$ cat src/verilog/sftr_pkg.sv
// sftr_pkg: constants shared by the synthesizer frequency trim register bank
// assumes a host that presents seven address bits and eight data bits per access
package sftr_pkg;

    // ------------------------------------------------------------
    // widths and counts
    // ------------------------------------------------------------
    localparam int NUM_SYNTH = 4;
    localparam int TRIM_W = 32;
    localparam int RATIO_W = 34;
    localparam int DIV_W = 24;
    localparam int PHASE_STEPS = 256;

    // ------------------------------------------------------------
    // full eight bit register addresses and the seven bit local page address
    // ------------------------------------------------------------
    localparam logic [7:0] ADDR_TRIM_B3 = 8'h73;
    localparam logic [7:0] ADDR_TRIM_B2 = 8'h74;
    localparam logic [7:0] ADDR_TRIM_B1 = 8'h75;
    localparam logic [7:0] ADDR_TRIM_B0 = 8'h76;
    localparam logic [7:0] ADDR_FILT = 8'h77;
    localparam logic [7:0] ADDR_PHASE = 8'h78;
    localparam logic [7:0] ADDR_PAGE = 8'h7f;
    localparam logic [7:0] ADDR_DIV_B2 = 8'h86;
    localparam logic [7:0] ADDR_DIV_B1 = 8'h87;
    localparam logic [7:0] ADDR_DIV_B0 = 8'h88;
    localparam logic [7:0] UPPER_FIRST = 8'h80;
    localparam logic [7:0] UPPER_LAST = 8'hfb;
    localparam logic [6:0] LOCAL_PAGE = 7'h7f;

    // ------------------------------------------------------------
    // reset values and field positions
    // ------------------------------------------------------------
    localparam logic [31:0] TRIM_RST = 32'h046aaaab;
    localparam logic [23:0] DIV_RST = 24'h00003c;
    localparam logic [7:0] PHASE_RST = 8'h00;
    localparam logic FILT_RST = 1'h0;
    localparam logic PAGE_RST = 1'h0;
    localparam int FILT_BIT = 0;
    localparam int PAGE_BIT = 0;
    localparam logic [7:0] READ_ZERO = 8'h00;

    // unity rate in the Q2.32 ratio word
    localparam logic [33:0] RATIO_ONE = 34'h100000000;

endpackage : sftr_pkg

$ cat src/verilog/sftr_rate_scale.sv
// sftr_rate_scale: turns the signed trim word into the rate ratio 1 + trim/2^32
// assumes the trim word is already a complete, committed value
`timescale 1ns/1ps
`default_nettype none

module sftr_rate_scale #(
    parameter int TRIM_W = sftr_pkg::TRIM_W
) (
    clk,
    rst,
    trim,
    ratio
);
    input wire logic clk;
    input wire logic rst;
    input wire logic [TRIM_W-1:0] trim;
    output logic [TRIM_W+1:0] ratio;

    typedef struct packed {
        logic [TRIM_W+1:0] ratio;
    } sftr_scale_s;

    sftr_scale_s st;
    sftr_scale_s next_st;

    // ------------------------------------------------------------
    // ratio arithmetic
    // ------------------------------------------------------------
    always_comb begin
        next_st = st;
        next_st.ratio = sftr_pkg::RATIO_ONE + {{2{trim[TRIM_W-1]}}, trim};
    end

    always_ff @(posedge clk) begin
        if (rst) begin
            st.ratio <= sftr_pkg::RATIO_ONE + {{2{sftr_pkg::TRIM_RST[31]}}, sftr_pkg::TRIM_RST};
        end else begin
            st <= next_st;
        end
    end

    assign ratio = st.ratio;
endmodule : sftr_rate_scale

`default_nettype wire

$ cat src/verilog/sftr_regs.sv
// sftr_regs: synthesizer frequency trim, filter, phase advance and page registers
// assumes a host port on this clock: seven address bits, one-cycle write/read strobes
`timescale 1ns/1ps
`default_nettype none

module sftr_regs #(
    parameter int NUM_SYNTH = sftr_pkg::NUM_SYNTH
) (
    clk,
    rst,
    host_addr,
    host_wdata,
    host_wr,
    host_rd,
    host_rdata,
    host_rvalid,
    host_err,
    synth_trim,
    trim_load,
    rate_ratio,
    filt_internal,
    phase_advance,
    first_div,
    page_sel
);
    input wire logic clk;
    input wire logic rst;
    input wire logic [6:0] host_addr;
    input wire logic [7:0] host_wdata;
    input wire logic host_wr;
    input wire logic host_rd;
    output logic [7:0] host_rdata;
    output logic host_rvalid;
    output logic host_err;
    output logic [sftr_pkg::TRIM_W-1:0] synth_trim;
    output logic trim_load;
    output logic [sftr_pkg::RATIO_W-1:0] rate_ratio;
    output logic filt_internal;
    output logic [7:0] phase_advance;
    output logic [sftr_pkg::DIV_W-1:0] first_div;
    output logic page_sel;

    typedef struct packed {
        logic [31:0] stage;
        logic [31:0] trim;
        logic load;
        logic filt;
        logic [7:0] phase;
        logic page;
        logic [23:0] div;
        logic [7:0] rdata;
        logic rvalid;
        logic err;
    } sftr_regs_s;

    localparam sftr_regs_s ST_RST = '{
        stage: sftr_pkg::TRIM_RST,
        trim: sftr_pkg::TRIM_RST,
        load: 1'h0,
        filt: sftr_pkg::FILT_RST,
        phase: sftr_pkg::PHASE_RST,
        page: sftr_pkg::PAGE_RST,
        div: sftr_pkg::DIV_RST,
        rdata: sftr_pkg::READ_ZERO,
        rvalid: 1'h0,
        err: 1'h0
    };

    sftr_regs_s st;
    sftr_regs_s next_st;
    logic [7:0] full_addr;
    logic page_hit;
    logic mapped;

    // ------------------------------------------------------------
    // address extension
    // ------------------------------------------------------------
    assign page_hit = (host_addr == sftr_pkg::LOCAL_PAGE);
    assign full_addr = page_hit ? sftr_pkg::ADDR_PAGE : {st.page, host_addr};

    always_comb begin
        mapped = 1'h0;
        if (full_addr >= sftr_pkg::ADDR_TRIM_B3 && full_addr <= sftr_pkg::ADDR_PHASE) begin
            mapped = 1'h1;
        end
        if (full_addr == sftr_pkg::ADDR_PAGE) begin
            mapped = 1'h1;
        end
        if (full_addr >= sftr_pkg::ADDR_DIV_B2 && full_addr <= sftr_pkg::ADDR_DIV_B0) begin
            mapped = 1'h1;
        end
        if (full_addr > sftr_pkg::UPPER_LAST) begin
            mapped = 1'h0;
        end
    end

    // ------------------------------------------------------------
    // register writes and reads
    // ------------------------------------------------------------
    always_comb begin
        next_st = st;
        next_st.load = 1'h0;
        next_st.rvalid = 1'h0;
        next_st.err = 1'h0;
        if (host_wr) begin
            next_st.err = !mapped;
            case (full_addr)
                sftr_pkg::ADDR_TRIM_B3: next_st.stage[31:24] = host_wdata;
                sftr_pkg::ADDR_TRIM_B2: next_st.stage[23:16] = host_wdata;
                sftr_pkg::ADDR_TRIM_B1: next_st.stage[15:8] = host_wdata;
                sftr_pkg::ADDR_TRIM_B0: begin
                    next_st.stage[7:0] = host_wdata;
                    next_st.trim = {st.stage[31:8], host_wdata};
                    next_st.load = 1'h1;
                end
                sftr_pkg::ADDR_FILT: next_st.filt = host_wdata[sftr_pkg::FILT_BIT];
                sftr_pkg::ADDR_PHASE: next_st.phase = host_wdata;
                sftr_pkg::ADDR_PAGE: next_st.page = host_wdata[sftr_pkg::PAGE_BIT];
                sftr_pkg::ADDR_DIV_B2: next_st.div[23:16] = host_wdata;
                sftr_pkg::ADDR_DIV_B1: next_st.div[15:8] = host_wdata;
                sftr_pkg::ADDR_DIV_B0: next_st.div[7:0] = host_wdata;
                default: next_st.stage = st.stage;
            endcase
        end else if (host_rd) begin
            next_st.rvalid = 1'h1;
            next_st.err = !mapped;
            case (full_addr)
                sftr_pkg::ADDR_TRIM_B3: next_st.rdata = st.stage[31:24];
                sftr_pkg::ADDR_TRIM_B2: next_st.rdata = st.stage[23:16];
                sftr_pkg::ADDR_TRIM_B1: next_st.rdata = st.stage[15:8];
                sftr_pkg::ADDR_TRIM_B0: next_st.rdata = st.stage[7:0];
                sftr_pkg::ADDR_FILT: next_st.rdata = {7'h00, st.filt};
                sftr_pkg::ADDR_PHASE: next_st.rdata = st.phase;
                sftr_pkg::ADDR_PAGE: next_st.rdata = {7'h00, st.page};
                sftr_pkg::ADDR_DIV_B2: next_st.rdata = st.div[23:16];
                sftr_pkg::ADDR_DIV_B1: next_st.rdata = st.div[15:8];
                sftr_pkg::ADDR_DIV_B0: next_st.rdata = st.div[7:0];
                default: next_st.rdata = sftr_pkg::READ_ZERO;
            endcase
        end
    end

    always_ff @(posedge clk) begin
        if (rst) begin
            st <= ST_RST;
        end else begin
            st <= next_st;
        end
    end

    // ------------------------------------------------------------
    // rate ratio for the nco view
    // ------------------------------------------------------------
    sftr_rate_scale #(
        .TRIM_W(sftr_pkg::TRIM_W)
    ) u_scale (
        .clk(clk),
        .rst(rst),
        .trim(st.trim),
        .ratio(rate_ratio)
    );

    // ------------------------------------------------------------
    // outputs
    // ------------------------------------------------------------
    assign synth_trim = st.trim;
    assign trim_load = st.load;
    assign filt_internal = st.filt;
    assign phase_advance = st.phase;
    assign first_div = st.div;
    assign page_sel = st.page;
    assign host_rdata = st.rdata;
    assign host_rvalid = st.rvalid;
    assign host_err = st.err;
endmodule : sftr_regs

`default_nettype wire

$ cat config.mk
export PLATFORM = sky130hd
export DESIGN_NAME = sftr_regs
export DESIGN_NICKNAME = d
export VERILOG_FILES = /design/src/verilog/sftr_pkg.sv /design/src/verilog/sftr_rate_scale.sv /design/src/verilog/sftr_regs.sv
export SDC_FILE = /design/constraint.sdc
export NUM_CORES = 1
export LEC_CHECK = 0
export BUFFER_PORTS_ARGS = -buffer_cell sky130_fd_sc_hd__buf_2
export CAP_MARGIN = 20
export CORE_AREA = 2 2 88 174
export DETAILED_ROUTE_END_ITERATION = 10
export DIE_AREA = 0 0 90 176
export SLEW_MARGIN = 20
export SYNTH_ARGS = -nofsm -noshare
export SYNTH_HDL_FRONTEND = slang
export SYNTH_SLANG_ARGS = --single-unit
$ cat constraint.sdc
create_clock -name clk -period 2.83 [get_ports clk]
set_clock_uncertainty 0.2 [all_clocks]
set_input_delay 0 -clock clk [delete_from_list [all_inputs] [get_ports clk]]
set_output_delay 0 -clock clk [all_outputs]
set_load 0.05 [all_outputs]
# Word level (Yosys, flattened, before mapping)
# Index checks and enable logic that the tools add are counted.
# word_totals
n_memories	0
regBits	143
in_bits	19
word_cells	59
mem_bits_ro	0
mem_bits_rw	0
latchBits	0
# op_classes
addsub	1
n_div	0
n_bitwise	1
mux	9
shift	0
n_reduce_logical	16
mul	0
magnitude_cmp	5
n_eq_ne	11
# ops
op	count
case mux 8 bit (10 select lines)	1
== test 8 x 7 -> 1 bit (second input constant)	7
adder 33 x 34 -> 34 bit (first input constant)	1
== test 8 bit (second input constant)	3
AND reduction 2 bit	11
greater-or-equal comparator 8 x 7 -> 1 bit (second input constant)	1
greater-or-equal comparator 8 bit (second input constant)	1
> comparator 8 bit (second input constant)	1
<= comparator 8 x 7 -> 1 bit (second input constant)	1
<= comparator 8 bit (second input constant)	1
two-way mux 8 bit	1
== test 7 bit (second input constant)	1
two-way mux 1 bit	6
OR reduction 2 bit	2
logical AND 1 bit	2
two-way mux 2 bit	1
zero test 1 bit	1
NOT 1 bit	1

# Depth between registers and ports, before layout
# depth
ltp_word	11
ltp_mapped	8
mapped_depth_nobuf	5

# Modules after synthesis
# Synthesis repeated with hierarchy kept, for this count alone.
# unflattened
hier_cells	633
hier_area_um2	5771.8
# by_module_without_submodules
module	seq_area_each_um2	area_each_um2	instances	cells_per_inst
sftr_regs	2021.9	4878.4	1	562
sftr_rate_scale	660.6	893.4	1	71

# Worst setup path after synthesis
# Ideal clock, no wire load.
# synth_timing
kind	reg2reg
from	register st, in the netlist page_sel
to	register st, in the netlist host_rdata[0]
arrival_time_ns	1.928
slack_ns	0.576
n_path_buf	1
stages_incl_launch_ff	7
synth_period_minus_slack_ns	2.254
t_required_ns	2.504
path_cell_list	dfxtp_1 -> and4b_4 -> and2_1 -> buf_2 -> a2111o_1 -> o21ai_2 -> o21ai_1
# synth_via
elab_chain_len	3
word_cells_on_any_way	12
classes_between	eq/ne (10); mux (2)
# synth_rtl
item	line	rtl
start: declaration	sftr_regs.sv:69	sftr_regs_s st;
start signal: assignment	sftr_regs.sv:147	st <= next_st;
two-way mux 8 bit	sftr_regs.sv:79	assign full_addr = page_hit ? sftr_pkg::ADDR_PAGE : {st.page, host_addr};
== test 8 bit / == test 8 x 7 -> 1 bit (equally long branches)	sftr_regs.sv:127	case (full_addr)
case mux 8 bit (10 select lines) (*)	sftr_regs.sv:127	
# Mark *: on every way between the ends. The rest lies on a longest branch, timed or not.
# A chain may end at the register's enable or synchronous reset.

# Worst setup path after layout
# layout_timing
from	input host_addr[1]
to	register st, in the netlist host_err
# layout_via
elab_chain_len	11
word_cells_on_any_way	17
classes_between	order compare (5); eq/ne (2); mux (7); reduce/logical (3)
# layout_rtl
item	line	rtl
start: declaration	sftr_regs.sv:28	input wire logic [6:0] host_addr;
== test 7 bit	sftr_regs.sv:78	assign page_hit = (host_addr == sftr_pkg::LOCAL_PAGE);
two-way mux 8 bit (*)	sftr_regs.sv:79	
greater-or-equal comparator 8 x 7 -> 1 bit / <= comparator 8 x 7 -> 1 bit (equally long branches)	sftr_regs.sv:83	if (full_addr >= sftr_pkg::ADDR_TRIM_B3 && full_addr <= sftr_pkg::ADDR_PHASE) begin
logical AND 1 bit	sftr_regs.sv:83	
two-way mux 1 bit	sftr_regs.sv:83	
two-way mux 1 bit	sftr_regs.sv:86	if (full_addr == sftr_pkg::ADDR_PAGE) begin
two-way mux 1 bit	sftr_regs.sv:89	if (full_addr >= sftr_pkg::ADDR_DIV_B2 && full_addr <= sftr_pkg::ADDR_DIV_B0) begin
two-way mux 1 bit (*)	sftr_regs.sv:92	if (full_addr > sftr_pkg::UPPER_LAST) begin
zero test 1 bit (*)	sftr_regs.sv:106, sftr_regs.sv:126	
two-way mux 2 bit	sftr_regs.sv:124	end else if (host_rd) begin
two-way mux 1 bit (*)	sftr_regs.sv:105	if (host_wr) begin
# Marked as above.

==> flow_metrics.env <==
export IMPL_outcome="finished clean"
export IMPL_dp_hpwl_mm=11.1
export IMPL_grt_pass1_wl_mm=24.2
export IMPL_start_kind="input pin"
export IMPL_path_clk_slew_ns=0.06
export IMPL_arrival_ns=2.80
export IMPL_synthXorXnorAreaFrac_pct=0
export IMPL_max_freq_mhz=379
export IMPL_clockRootBuffer="clkbuf_16"
export IMPL_synth_avg_cell_area_um2=8.86
export IMPL_setup_tns_ns=0
export IMPL_slew_headroom_pct=45.9
export IMPL_hold_viol_final=0
export IMPL_synth_cell_types=44
export IMPL_drtIter0Drc=295
export IMPL_die_w_um=90
export IMPL_min_period_over_period_pct=93.2
export IMPL_core_area_um2=14400
export IMPL_grt_max_degree=83
export IMPL_start_util_pct=39.2
export IMPL_hold_ws_ns=0.266
export IMPL_final_cell_mix="134 x dfxtp_1, 127 x buf_2, 118 x nand2_1, 49 x a21oi_1, 43 x nor2_1"
export IMPL_synth_area_leaders="dfxtp_1 47%, buf_4 10%, nand2_1 7.8%"
export IMPL_maxCapViolCount=0
export IMPL_die_y_um=176
export IMPL_wl_per_cell_um=17.1
export IMPL_fin_util_pct=46.5
export IMPL_grt_pass1_vias=4442
export IMPL_syn_nets=657
export IMPL_synth_top_area_cell="dfxtp_1"
export IMPL_nFillCells=1468
export IMPL_crit_required_ns=2.99
export IMPL_netlist_area_um2=5650
export IMPL_cts_buffers=17
export IMPL_crit_top_cell="dlygate4sd3_1"
export IMPL_min_period_ns=2.64
export IMPL_grt_usage_pct=19.6
export IMPL_gp_congestion=0.923
export IMPL_syn_to_final_growth_pct=18.8
export IMPL_path_class="input pin to flip-flop"
export IMPL_cts_tree="built"
export IMPL_clock_sinks=134
export IMPL_place_ws_ns=0.609
export IMPL_power_leakage_nw=2.92
export IMPL_whs_endpoint="synth_trim[16]$_SDFFE_PP0P_"
export IMPL_drc=0
export IMPL_synth_warning_count=0
export IMPL_netlist_instances=638
export IMPL_placed_area_um2=5840
export IMPL_ios=130
export IMPL_num_vias=4517
export IMPL_synth_compound_area_share_pct=11.4
export IMPL_regArea_um2=2680
export IMPL_finalSetupViolCount=0
export IMPL_powerDensity_nw_per_um2=674
export IMPL_reg2reg_setup_slack_ns=0.31
export IMPL_r2r_start="page_sel$_SDFFE_PP0P_"
export IMPL_max_stage_delay_ns=0.58
export IMPL_insertion_delay_ns=0.41
export IMPL_dieArea_um2=15800
export IMPL_synthSimpleGateAreaFrac_pct=21.9
export IMPL_cts_buffer_depth=2
export IMPL_num_antenna_cells=0
export IMPL_ys_ff_latch=134
export IMPL_nets=717
export IMPL_via_per_inst=5.01
export IMPL_grt_overflow_total=0
export IMPL_r2r_end="host_err$_SDFF_PP0_"
export IMPL_holdCritPathClass="flip-flop to flip-flop"
export IMPL_synth_top_family_by_area="simple AND/OR/NAND/NOR gates"
export IMPL_num_rows=62
export IMPL_crit_fanout=19
export IMPL_hp_start="synth_trim[16]$_SDFFE_PP0P_"
export IMPL_synth_adder_area_share_pct=0
export IMPL_yosysTopAreaCellShare_pct=47.5
export IMPL_ir_worst_vdd_uv=430
export IMPL_crit_chain="dlygate4sd3_1 > buf_2 > nor4b_2 > buf_4 > and2_1 > a2111o_1 > nor4_1 > dlygate4sd3_1"
export IMPL_htreeDepth=4
export IMPL_rsz0062_at_grt="false"
export IMPL_endpoint_kind="flip-flop"
export IMPL_slew_violations=0
export IMPL_synth_mux_area_share_pct=5.27
export IMPL_antenna_found_initial=0
export IMPL_multi_input_area_um2=2180
export IMPL_drt_total_wl_mm=15.4
export IMPL_cp_slowest_cell="dlygate4sd3_1"
export IMPL_drive_gt1_share_pct=27.2
export IMPL_worstMarginPinSlew_ns=0.812
export IMPL_final_common_cell="dfxtp_1"
export IMPL_holdPathStages=2
export IMPL_ys_seq_area_share_pct=47.5
export IMPL_r2r_cells=5
export IMPL_cts_setup_buffers=0
export IMPL_io_buffer_count=128
export IMPL_layout_setup_ws_ns=0.191
export IMPL_stdcell_area_um2=6720
export IMPL_drt_pre_antenna_iters=7
export IMPL_postRouteAntennaNets=0
-- worst max path at each step --
stage | slack [ns] | to | cells after the start | from
after floorplan | 0.58 | host_rdata[0]$_SDFFE_PP0P_ | 6 | page_sel$_SDFFE_PP0P_
final | 0.19 | host_err$_SDFF_PP0_ | 8 | host_addr[1]
after detailed placement | 0.61 | st[92]$_SDFFE_PP1P_ | 4 | page_sel$_SDFFE_PP0P_
after global placement | 0.69 | st[92]$_SDFFE_PP1P_ | 4 | page_sel$_SDFFE_PP0P_
after global routing | 0.03 | host_err$_SDFF_PP0_ | 8 | host_addr[1]
after CTS | 0.24 | host_err$_SDFF_PP0_ | 8 | host_addr[1]
-- flip-flops by register name, indices dropped and copies added, names as in the netlist --
register / flops
host_rvalid: 1
trim_load: 1
host_err: 1
st: 31
phase_advance: 8
synth_trim: 25
page_sel: 1
u_scale.ratio: 33
host_rdata: 8
first_div: 24
filt_internal: 1
-- layer usage --
| layer | vias up | wire (µm) | track usage (%) |
|---|---|---|---|
| met1 | 2109 | 5770 | 20.7 |
| met4 | 0 | 814 | 12.4 |
| met5 | - | 0 | 0 |
| li1 | 2188 | - | - |
| met2 | 181 | 7990 | 35.1 |
| met3 | 39 | 843 | 4.10 |
-- report_power, final --
part / internal [W] / leakage (nW) / switching (W) / total, W
combinational: 0.0000564 / 1.52 / 0.000115 / 0.000172
sequential: 0.00189 / 1.08 / 0.00000298 / 0.00189
clock: 0.00163 / 0.315 / 0.000828 / 0.00246
total: 0.00358 / 2.92 / 0.000946 / 0.00453
-- Yosys cell counts (all sizes together) --
cell type	instances
a22o	4
or4	1
a22oi	5
nor4	1
o2bb2ai	3
and4bb	1
nor3b	1
clkbuf	23
and2b	1
nor3	1
a21oi	49
dfxtp	134
and4b	2
nor4b	3
buf	91
o221ai	4
a222oi	3
and2	3
or2	14
and4	1
a221oi	8
nand2b	1
a2111o	1
mux4	1
a211o	12
nor2b	19
mux2	4
nand3b	16
nand2	119
o21ai	9
nand3	17
nor2	43
and3	3
inv	13
nand4	3
conb	1
mux2i	23
-- logic make-up (layout without fill, tap and decap cells) --
kind of cell | Yosys count | after routing
mux | 28 | 28
simple gates | 250 | 250
other cells | 1 | 1
compound gates | 98 | 98
flops | 134 | 134
buf+inv | 127 | 199
-- metrics by stage --
stage | cells | total power [W]
floorplan | 638 | 0.00203
global placement | 850 | 0.00208
detailed placement | 850 | 0.00208
CTS | 902 | 0.00455
global route | 902 | 0.00467
finish | 902 | 0.00453
-- critical path, delay by kind of cell --
kind | cells | cell delay, ns
buf+inv | 4 | 1.65
simple gates | 3 | 0.69
compound gates | 1 | 0.45
-- layout make-up --
| class | instances | area share [%] |
|---|---|---|
| Sequential cell | 134 | 39.9 |
| Timing Repair Buffer | 155 | 13.4 |
| Inverter | 13 | 0.727 |
| Tap cell | 192 | 3.58 |
| Multi-Input combinational cell | 377 | 32.5 |
| Clock inverter | 11 | 2.91 |
| Clock buffer | 20 | 6.95 |
-- what timing repair did --
action / CTS / global route
hold buffers: 21 / 0
setup endpoints to repair: 0 / 0
endpoints found under the hold margin: 103 / 0
gates resized for setup: 0 / 0
Power figures use the tool's default switching activity.
